===== config.mk =====
export PLATFORM = sky130hd
export DESIGN_NAME = ccr_regs
export DESIGN_NICKNAME = d
export VERILOG_FILES = /design/src/include/ccr_pkg.sv /design/src/core/ccr_regs.sv /design/src/core/ccr_spi_port.sv
export VERILOG_INCLUDE_DIRS = /design/src /design/src/include
export SDC_FILE = /design/constraint.sdc
export NUM_CORES = 1
export LEC_CHECK = 0
export BUFFER_PORTS_ARGS = -buffer_cell sky130_fd_sc_hd__buf_2
export CORE_MARGIN = 2
export CORE_UTILIZATION = 40
export DETAILED_ROUTE_END_ITERATION = 7
export HOLD_SLACK_MARGIN = 0.08
export PLACE_DENSITY = 0.7
export SYNTH_ARGS = -nofsm -noshare
export SYNTH_HDL_FRONTEND = slang
export SYNTH_SLANG_ARGS = --single-unit

===== constraint.sdc =====
create_clock -name clk -period 5.34 [get_ports clk]
set_clock_uncertainty 0.1 [all_clocks]
set_input_delay 0 -clock clk [delete_from_list [all_inputs] [get_ports clk]]
set_output_delay 0 -clock clk [all_outputs]
set_load 0.05 [all_outputs]

===== src/include/ccr_map.svh =====
`ifndef CCR_MAP_SVH
`define CCR_MAP_SVH

// Register byte addresses on the serial control port
`define CCR_ADDR_CLK0     15'h0029
`define CCR_ADDR_CLK1     15'h002a
`define CCR_ADDR_CLK2     15'h002b
`define CCR_ADDR_POS0     15'h002c
`define CCR_ADDR_POS1     15'h002d
`define CCR_ADDR_POS2     15'h002e
`define CCR_ADDR_FSR0     15'h0030
`define CCR_ADDR_FSR1     15'h0031
`define CCR_ADDR_PWR1     15'h0037

// Reset values
`define CCR_RST_CLK0      8'h80
`define CCR_RST_CLK1      8'h00
`define CCR_RST_CLK2      8'h10
`define CCR_RST_POS       24'h000000
`define CCR_RST_FSR       16'ha000
`define CCR_RST_PWR1      8'h4b

// Power mode codes
`define CCR_PWR_LOW       8'h46
`define CCR_PWR_HIGH      8'h4b

// Field positions
`define CCR_BIT_MAIN_PECL 2
`define CCR_BIT_SREF_PECL 1
`define CCR_BIT_SREF_INV  0
`define CCR_BIT_ANA_QUIET 2
`define CCR_BIT_CLK_QUIET 0
`define CCR_DLY_MSB       3
`define CCR_DLY_LSB       0

// Serial frame: one direction bit, fifteen address bits, then data bytes
`define CCR_HDR_LAST      4'hf
`define CCR_BYTE_LAST     4'h7

`endif


===== src/include/ccr_pkg.sv =====
package ccr_pkg;

	typedef enum logic [1:0] {CcrIdle, CcrHeader, CcrData} ccr_phase_t;

	typedef struct packed {
		ccr_phase_t  phase;
		logic        sclkPrev;
		logic [3:0]  bitCnt;
		logic [15:0] rxShift;
		logic [7:0]  txShift;
		logic        isRead;
		logic [14:0] addr;
		logic        loadPending;
		logic        sdoOe;
		logic        wrStb;
		logic [14:0] wrAddr;
		logic [7:0]  wrData;
	} ccr_spi_state_t;

	typedef struct packed {
		logic [7:0]  clk0;
		logic [7:0]  clk1;
		logic [7:0]  clk2;
		logic [23:0] pos;
		logic [15:0] fsr;
		logic [7:0]  pwr;
		logic        sysrefOut;
	} ccr_reg_state_t;

endpackage


===== src/core/ccr_regs.sv =====
`timescale 1ns/1ps
`include "ccr_map.svh"

// What this block does
// - Bit 2 of clock control one, reset 0, selects PECL input mode for the main device clock.
// - Bit 1 of clock control one, reset 0, selects PECL input mode for the alignment reference input.
// - Bit 0 of clock control one, reset 0, makes the alignment logic use the inverted reference signal.
// - Bit 2 of clock control two, reset 0, enables noise quieting on the analog core rail.
// - Bit 0 of clock control two, reset 0, enables noise quieting on the clock rail.
// - The capture position register reads back a 24-bit status of the reference edge against the clock.
// - The full scale range register is 16 bits read/write, reset 0xa000, for all channels at once.
// - The power mode register resets to high performance 0x4b and 0x46 selects low power, others reserved.
// - Bits 3:0 of clock control zero, reset 0, choose the reference sampling delay.

module ccr_regs
	import ccr_pkg::*;
#(
	parameter int POS_WIDTH = 24
)
(
	// Clock and reset
	input  wire logic        clk,
	input  wire logic        rstn,
	// Serial control port
	input  wire logic        spiSclk,
	input  wire logic        spiCsN,
	input  wire logic        spiSdi,
	output wire logic        spiSdo,
	output wire logic        spiSdoOe,
	// Alignment reference and its position detector
	input  wire logic        sysrefIn,
	input  wire logic [23:0] sysrefPosition,
	output wire logic        sysrefAligned,
	// Stored settings
	output wire logic        mainClockPeclInputMode,
	output wire logic        sysrefPeclInputMode,
	output wire logic        sysrefPolarityInvert,
	output wire logic        analogRailQuietingEnable,
	output wire logic        clockRailQuietingEnable,
	output wire logic [3:0]  sysrefDelaySelect,
	output wire logic [15:0] fullScaleRange,
	output wire logic [7:0]  powerModeCode,
	output wire logic        lowPowerMode
);

	generate
		if (POS_WIDTH != 24)
		begin : g_badWidth
			$error("ccr_regs: POS_WIDTH must be 24");
		end
	endgenerate

	logic [1:0]     rstSync_q;
	logic           rstnSync;
	ccr_reg_state_t r_q;
	ccr_reg_state_t r_d;
	logic [14:0]    rdAddr;
	logic [7:0]     rdData;
	logic           wrStb;
	logic [14:0]    wrAddr;
	logic [7:0]     wrData;

	// Reset release through two flops
	always_ff @(posedge clk or negedge rstn)
	begin
		if (!rstn)
			rstSync_q <= 2'h0;
		else
			rstSync_q <= {rstSync_q[0], 1'b1};
	end
	assign rstnSync = rstSync_q[1];

	ccr_spi_port u_spi (
		.clk      (clk),
		.rstnSync (rstnSync),
		.spiSclk  (spiSclk),
		.spiCsN   (spiCsN),
		.spiSdi   (spiSdi),
		.spiSdo   (spiSdo),
		.spiSdoOe (spiSdoOe),
		.rdAddr   (rdAddr),
		.rdData   (rdData),
		.wrStb    (wrStb),
		.wrAddr   (wrAddr),
		.wrData   (wrData)
	);

	always_comb
	begin
		r_d     = r_q;
		r_d.pos = sysrefPosition;
		// Inversion applied before the alignment logic sees the edge
		r_d.sysrefOut = sysrefIn ^ r_q.clk1[`CCR_BIT_SREF_INV];
		if (wrStb)
		begin
			case (wrAddr)
				`CCR_ADDR_CLK0: r_d.clk0 = wrData;
				`CCR_ADDR_CLK1: r_d.clk1 = wrData;
				`CCR_ADDR_CLK2: r_d.clk2 = wrData;
				`CCR_ADDR_FSR0: r_d.fsr[7:0] = wrData;
				`CCR_ADDR_FSR1: r_d.fsr[15:8] = wrData;
				`CCR_ADDR_PWR1:
				begin
					// Reserved codes are dropped so the mode stays a legal one
					if (wrData == `CCR_PWR_LOW || wrData == `CCR_PWR_HIGH)
						r_d.pwr = wrData;
				end
				default:
				begin
					// Capture position and unmapped addresses take no write
					r_d.pwr = r_q.pwr;
				end
			endcase
		end
	end

	always_ff @(posedge clk or negedge rstnSync)
	begin
		if (!rstnSync)
		begin
			r_q.clk0      <= `CCR_RST_CLK0;
			r_q.clk1      <= `CCR_RST_CLK1;
			r_q.clk2      <= `CCR_RST_CLK2;
			r_q.pos       <= `CCR_RST_POS;
			r_q.fsr       <= `CCR_RST_FSR;
			r_q.pwr       <= `CCR_RST_PWR1;
			r_q.sysrefOut <= 1'b0;
		end
		else
			r_q <= r_d;
	end

	// Read mux; unmapped addresses read as zero
	always_comb
	begin
		case (rdAddr)
			`CCR_ADDR_CLK0: rdData = r_q.clk0;
			`CCR_ADDR_CLK1: rdData = r_q.clk1;
			`CCR_ADDR_CLK2: rdData = r_q.clk2;
			`CCR_ADDR_POS0: rdData = r_q.pos[7:0];
			`CCR_ADDR_POS1: rdData = r_q.pos[15:8];
			`CCR_ADDR_POS2: rdData = r_q.pos[23:16];
			`CCR_ADDR_FSR0: rdData = r_q.fsr[7:0];
			`CCR_ADDR_FSR1: rdData = r_q.fsr[15:8];
			`CCR_ADDR_PWR1: rdData = r_q.pwr;
			default: rdData = 8'h00;
		endcase
	end

	assign mainClockPeclInputMode   = r_q.clk1[`CCR_BIT_MAIN_PECL];
	assign sysrefPeclInputMode      = r_q.clk1[`CCR_BIT_SREF_PECL];
	assign sysrefPolarityInvert     = r_q.clk1[`CCR_BIT_SREF_INV];
	assign analogRailQuietingEnable = r_q.clk2[`CCR_BIT_ANA_QUIET];
	assign clockRailQuietingEnable  = r_q.clk2[`CCR_BIT_CLK_QUIET];
	assign sysrefDelaySelect        = r_q.clk0[`CCR_DLY_MSB:`CCR_DLY_LSB];
	assign fullScaleRange           = r_q.fsr;
	assign powerModeCode            = r_q.pwr;
	assign lowPowerMode             = (r_q.pwr == `CCR_PWR_LOW);
	assign sysrefAligned            = r_q.sysrefOut;
endmodule


===== src/core/ccr_spi_port.sv =====
`timescale 1ns/1ps
`include "ccr_map.svh"

module ccr_spi_port
	import ccr_pkg::*;
(
	// Clock and reset
	input  wire logic        clk,
	input  wire logic        rstnSync,
	// Serial control pins
	input  wire logic        spiSclk,
	input  wire logic        spiCsN,
	input  wire logic        spiSdi,
	output wire logic        spiSdo,
	output wire logic        spiSdoOe,
	// Register side
	output wire logic [14:0] rdAddr,
	input  wire logic [7:0]  rdData,
	output wire logic        wrStb,
	output wire logic [14:0] wrAddr,
	output wire logic [7:0]  wrData
);

	ccr_spi_state_t s_q;
	ccr_spi_state_t s_d;
	logic           sclkRise;
	logic [15:0]    rxNext;

	assign sclkRise = spiSclk & ~s_q.sclkPrev;
	assign rxNext   = {s_q.rxShift[14:0], spiSdi};

	always_comb
	begin
		s_d          = s_q;
		s_d.sclkPrev = spiSclk;
		s_d.wrStb    = 1'b0;
		if (s_q.loadPending)
		begin
			s_d.txShift     = rdData;
			s_d.loadPending = 1'b0;
		end
		if (spiCsN)
		begin
			s_d.phase       = CcrIdle;
			s_d.bitCnt      = 4'h0;
			s_d.loadPending = 1'b0;
		end
		else
		begin
			case (s_q.phase)
				CcrIdle:
				begin
					s_d.phase  = CcrHeader;
					s_d.bitCnt = 4'h0;
				end
				CcrHeader:
				begin
					if (sclkRise)
					begin
						s_d.rxShift = rxNext;
						s_d.bitCnt  = s_q.bitCnt + 4'h1;
						if (s_q.bitCnt == `CCR_HDR_LAST)
						begin
							s_d.isRead      = rxNext[15];
							s_d.addr        = rxNext[14:0];
							s_d.phase       = CcrData;
							s_d.bitCnt      = 4'h0;
							s_d.loadPending = 1'b1;
						end
					end
				end
				CcrData:
				begin
					if (sclkRise)
					begin
						s_d.rxShift = rxNext;
						s_d.txShift = {s_q.txShift[6:0], 1'b0};
						s_d.bitCnt  = s_q.bitCnt + 4'h1;
						if (s_q.bitCnt == `CCR_BYTE_LAST)
						begin
							// Streaming: each further byte goes to the next address
							s_d.wrStb       = ~s_q.isRead;
							s_d.wrAddr      = s_q.addr;
							s_d.wrData      = rxNext[7:0];
							s_d.addr        = s_q.addr + 15'h0001;
							s_d.bitCnt      = 4'h0;
							s_d.loadPending = 1'b1;
						end
					end
				end
				default:
				begin
					s_d.phase = CcrIdle;
				end
			endcase
		end
		s_d.sdoOe = ~spiCsN & (s_d.phase == CcrData) & s_d.isRead;
	end

	always_ff @(posedge clk or negedge rstnSync)
	begin
		if (!rstnSync)
			s_q <= '0;
		else
			s_q <= s_d;
	end

	assign spiSdo   = s_q.txShift[7];
	assign spiSdoOe = s_q.sdoOe;
	assign rdAddr   = s_q.addr;
	assign wrStb    = s_q.wrStb;
	assign wrAddr   = s_q.wrAddr;
	assign wrData   = s_q.wrData;

endmodule


==> flow_summary.ini <==
[grt]
grt_first_pass_wirelength_mm = 27.39
grt.overflow.total = 0
grt-busiest-layer = met2
use_met3_pct = 4.452
use_met1_pct = 24.06
antenna_found_initial = 0
use_met2_pct = 33.42
grt_pass1_vias = 5154
grt_usage_pct = 19.38
grt_max_degree = 80

[setup_path]
crit_type = reg2reg
endpoint_kind = flop
critical_path_arrival_ns = 3.10
crit_slowest_cell = or3_1
cp.required_ns = 5.59
cp_max_fo = 18
max_stage_delay_ns = 0.65
critPathBufInv = 2
crit_top_cell = inv_1
crit_chain = inv_1 > ha_1 > inv_1 > or3_1 > or4_1 > o31a_1 > o21ai_1
start_kind = flop
crit_family = simple AND/OR/NAND/NOR gates

[clock_tree]
clockBufferDepth = 2
cts_buffers = 17
cts-htree-levels = 4
hold_buffers = 30
cts_tree = done
cts.clk_slew.worst_paths_ns = 0.06
clock_sinks = 147
post_cts_resized = 0
post-cts-setup-buffers = 0
clockRootBuffer = clkbuf_16
clk_latency_ns = 0.43

[power_and_ir_drop]
seqPwrFrac_pct = 47.0
swShare_pct = 23.80
p_per_area_mw_per_mm2 = 314.9
power_uw = 2551
pwr-share-comb_pct = 5.4
clkPwrFrac_pct = 47.6
p_leak_uw = 0.003712
peakVddDrop_uv = 222.8
switchingPower_uw = 607.2
p_int_uw = 1944

[routing]
num_vias = 5032
wl_per_cell_um = 18.80
drt-pass1-iter-count = 5
routed_wl_mm = 16.88
first_iter_violations = 401
drcViolationCount = 0
antenna_left = 0
viasPerCell = 5.604

[timing]
setup_tns_ns = 0
hold_violations = 0
min_period_ns = 2.857
worst_pin_slew_ns = 0.9881
slew-limit-headroom_pct = 34.13
final_max_slew_viol_count = 0
rsz0062_at_grt = no
fmax_mhz = 350.0
whs_ns = 0.1135
setup_viol = 0
fin_crit_sh_pct = 53.50

[synth]
yosys_warnings = 0
synthCells = 605
synth_flop_cell = dfrtp_1
synth_area_sq_mm = 0.006878
synthArstFlopShare_pct = 100.0
synth.avg_cell_area_sq_um = 11.37
ys_seq_area_share_pct = 53.63
ys_ff_latch = 147
synthesis.nets = 644
synth_cell_types = 57
synth_edf_count = 0

[placement]
gp_congestion = 0.8918
portBuffers = 66
dpl.hpwl_mm = 11.24

[die]
initial_core_util_pct = 41.18
num_io_pins = 67
die-height_um = 135.1
num_rows = 47
core_area_sq_mm = 0.01670
die_x_um = 135.1
die_area_sq_mm = 0.01826

[finish]
n_fill_cell = 1494
seqCellArea_sq_mm = 0.003692
antenna_cells = 0
area_growth_pct = 17.81
fin_nets = 704
drive_gt1_share_pct = 29.20
multi_input_area_sq_mm = 0.002778

[run]
max_cap_violations = 0

[worst_hold_path]
min_path_type = in2reg

[outcome]
outcome = finished clean
==> kinds of logic (layout without fill, tap and decap cells) <==
logic type	Yosys count	count (layout)	share of synthesized area, %
flops	147	147	53.63
simple gates	158	158	13.99
other cells	1	1	0.05452
buf+inv	81	154	6.076
xor+xnor	1	1	0.1274
fa+ha+maj	9	9	1.637
compound gates	137	137	12.88
mux	71	71	11.61
==> state kept, by name (all words and copies together) (netlist names) <==
register / cells
r_q: 39
fullScaleRange: 16
u_spi.s_q: 16
u_spi.rdAddr: 15
u_spi.rxNext: 15
u_spi.wrAddr: 15
powerModeCode: 8
u_spi.wrData: 8
sysrefDelaySelect: 4
rstSync_q: 2
analogRailQuietingEnable: 1
clockRailQuietingEnable: 1
mainClockPeclInputMode: 1
sysrefAligned: 1
sysrefPeclInputMode: 1
sysrefPolarityInvert: 1
u_spi.spiSdo: 1
u_spi.spiSdoOe: 1
u_spi.wrStb: 1
==> power groups by stage <==
stage                     combinational, uW  clock, uW  sequential, uW
after CTS                               138       1230            1200
final                                   138       1210            1200
after global routing                    156       1290            1200
after floorplan                        71.0          0            1210
after detailed placement                119          0            1220
after global placement                  114          0            1220
==> cell usage after synthesis (8+ instances only) <==
| library cell | instances | area, sq um |
|---|---|---|
| a21oi_1 | 25 | 125.1 |
| a222oi_1 | 8 | 80.08 |
| a22oi_1 | 20 | 150.1 |
| buf_4 | 28 | 210.2 |
| clkbuf_1 | 26 | 97.59 |
| dfrtp_1 | 139 | 3478 |
| dfstp_2 | 8 | 210.2 |
| ha_1 | 9 | 112.6 |
| inv_1 | 20 | 75.07 |
| mux2_2 | 70 | 788.3 |
| nand2_1 | 44 | 165.2 |
| nand3_1 | 8 | 40.04 |
| nor2_1 | 23 | 86.33 |
| nor3_1 | 12 | 60.06 |
| nor3b_1 | 10 | 75.07 |
| nor4bb_1 | 9 | 90.09 |
| o21ai_0 | 37 | 185.2 |
| o22ai_1 | 17 | 106.4 |
==> metrics by stage <==
| step | utilization [%] | cell area (sq um) | setup WS, ns | instances |
|---|---|---|---|---|
| 3_5_place_dp | 43.09 | 7196 | 2.519 | 836 |
| 6_report | 48.52 | 8103 | 2.483 | 898 |
| 5_1_grt | 48.52 | 8103 | 2.295 | 898 |
| 3_3_place_gp | 43.09 | 7196 | 2.620 | 836 |
| 4_1_cts | 48.52 | 8103 | 2.497 | 898 |
| 2_1_floorplan | - | 6878 | 0.8549 | 605 |
==> worst paths after layout <==
check	from	to	slack (ns)	cells past startpoint
worst max-delay path	u_spi.s_q[71]	u_spi.rdAddr[12]	2.48	7
worst min-delay path	sysrefPosition[5]	r_q[30]	0.11	2
worst max register to register	u_spi.s_q[71]	u_spi.rdAddr[12]	2.48	7
worst min register to register	rstSync_q[0]	rstSync_q[1]	0.26	0
max in group asynchronous	rstSync_q[1]	u_spi.wrAddr[5]	3.23	1
min in group asynchronous	rstn	rstSync_q[1]	0.31	3
==> metal layers <==
| metal | up-vias | part of all wire, % |
|---|---|---|
| li1 | 2302 | - |
| met1 | 2545 | 43 |
| met2 | 157 | 50 |
| met3 | 28 | 4.8 |
| met4 | 0 | 2.0 |
| met5 | - | 0 |
==> cell type report <==
type                            count  area share, %
Inverter                           20         0.9265
Clock inverter                     11          1.560
Timing Repair Buffer              102          8.338
Tap cell                          220          3.397
Clock buffer                       21          5.930
Multi-Input combinational cell    377          34.28
Sequential cell                   147          45.57
==> placed cells by master (no fill, tap or decap), drive strengths merged, types with 21 or more instances in the layout <==
cell	count
nand2	45
dfrtp	139
nor2	23
dlygate4sd3	30
mux2	70
clkbuf	21
buf	72
a21oi	25
o21ai	41
inv	21
(Power assumes the default switching activity.)
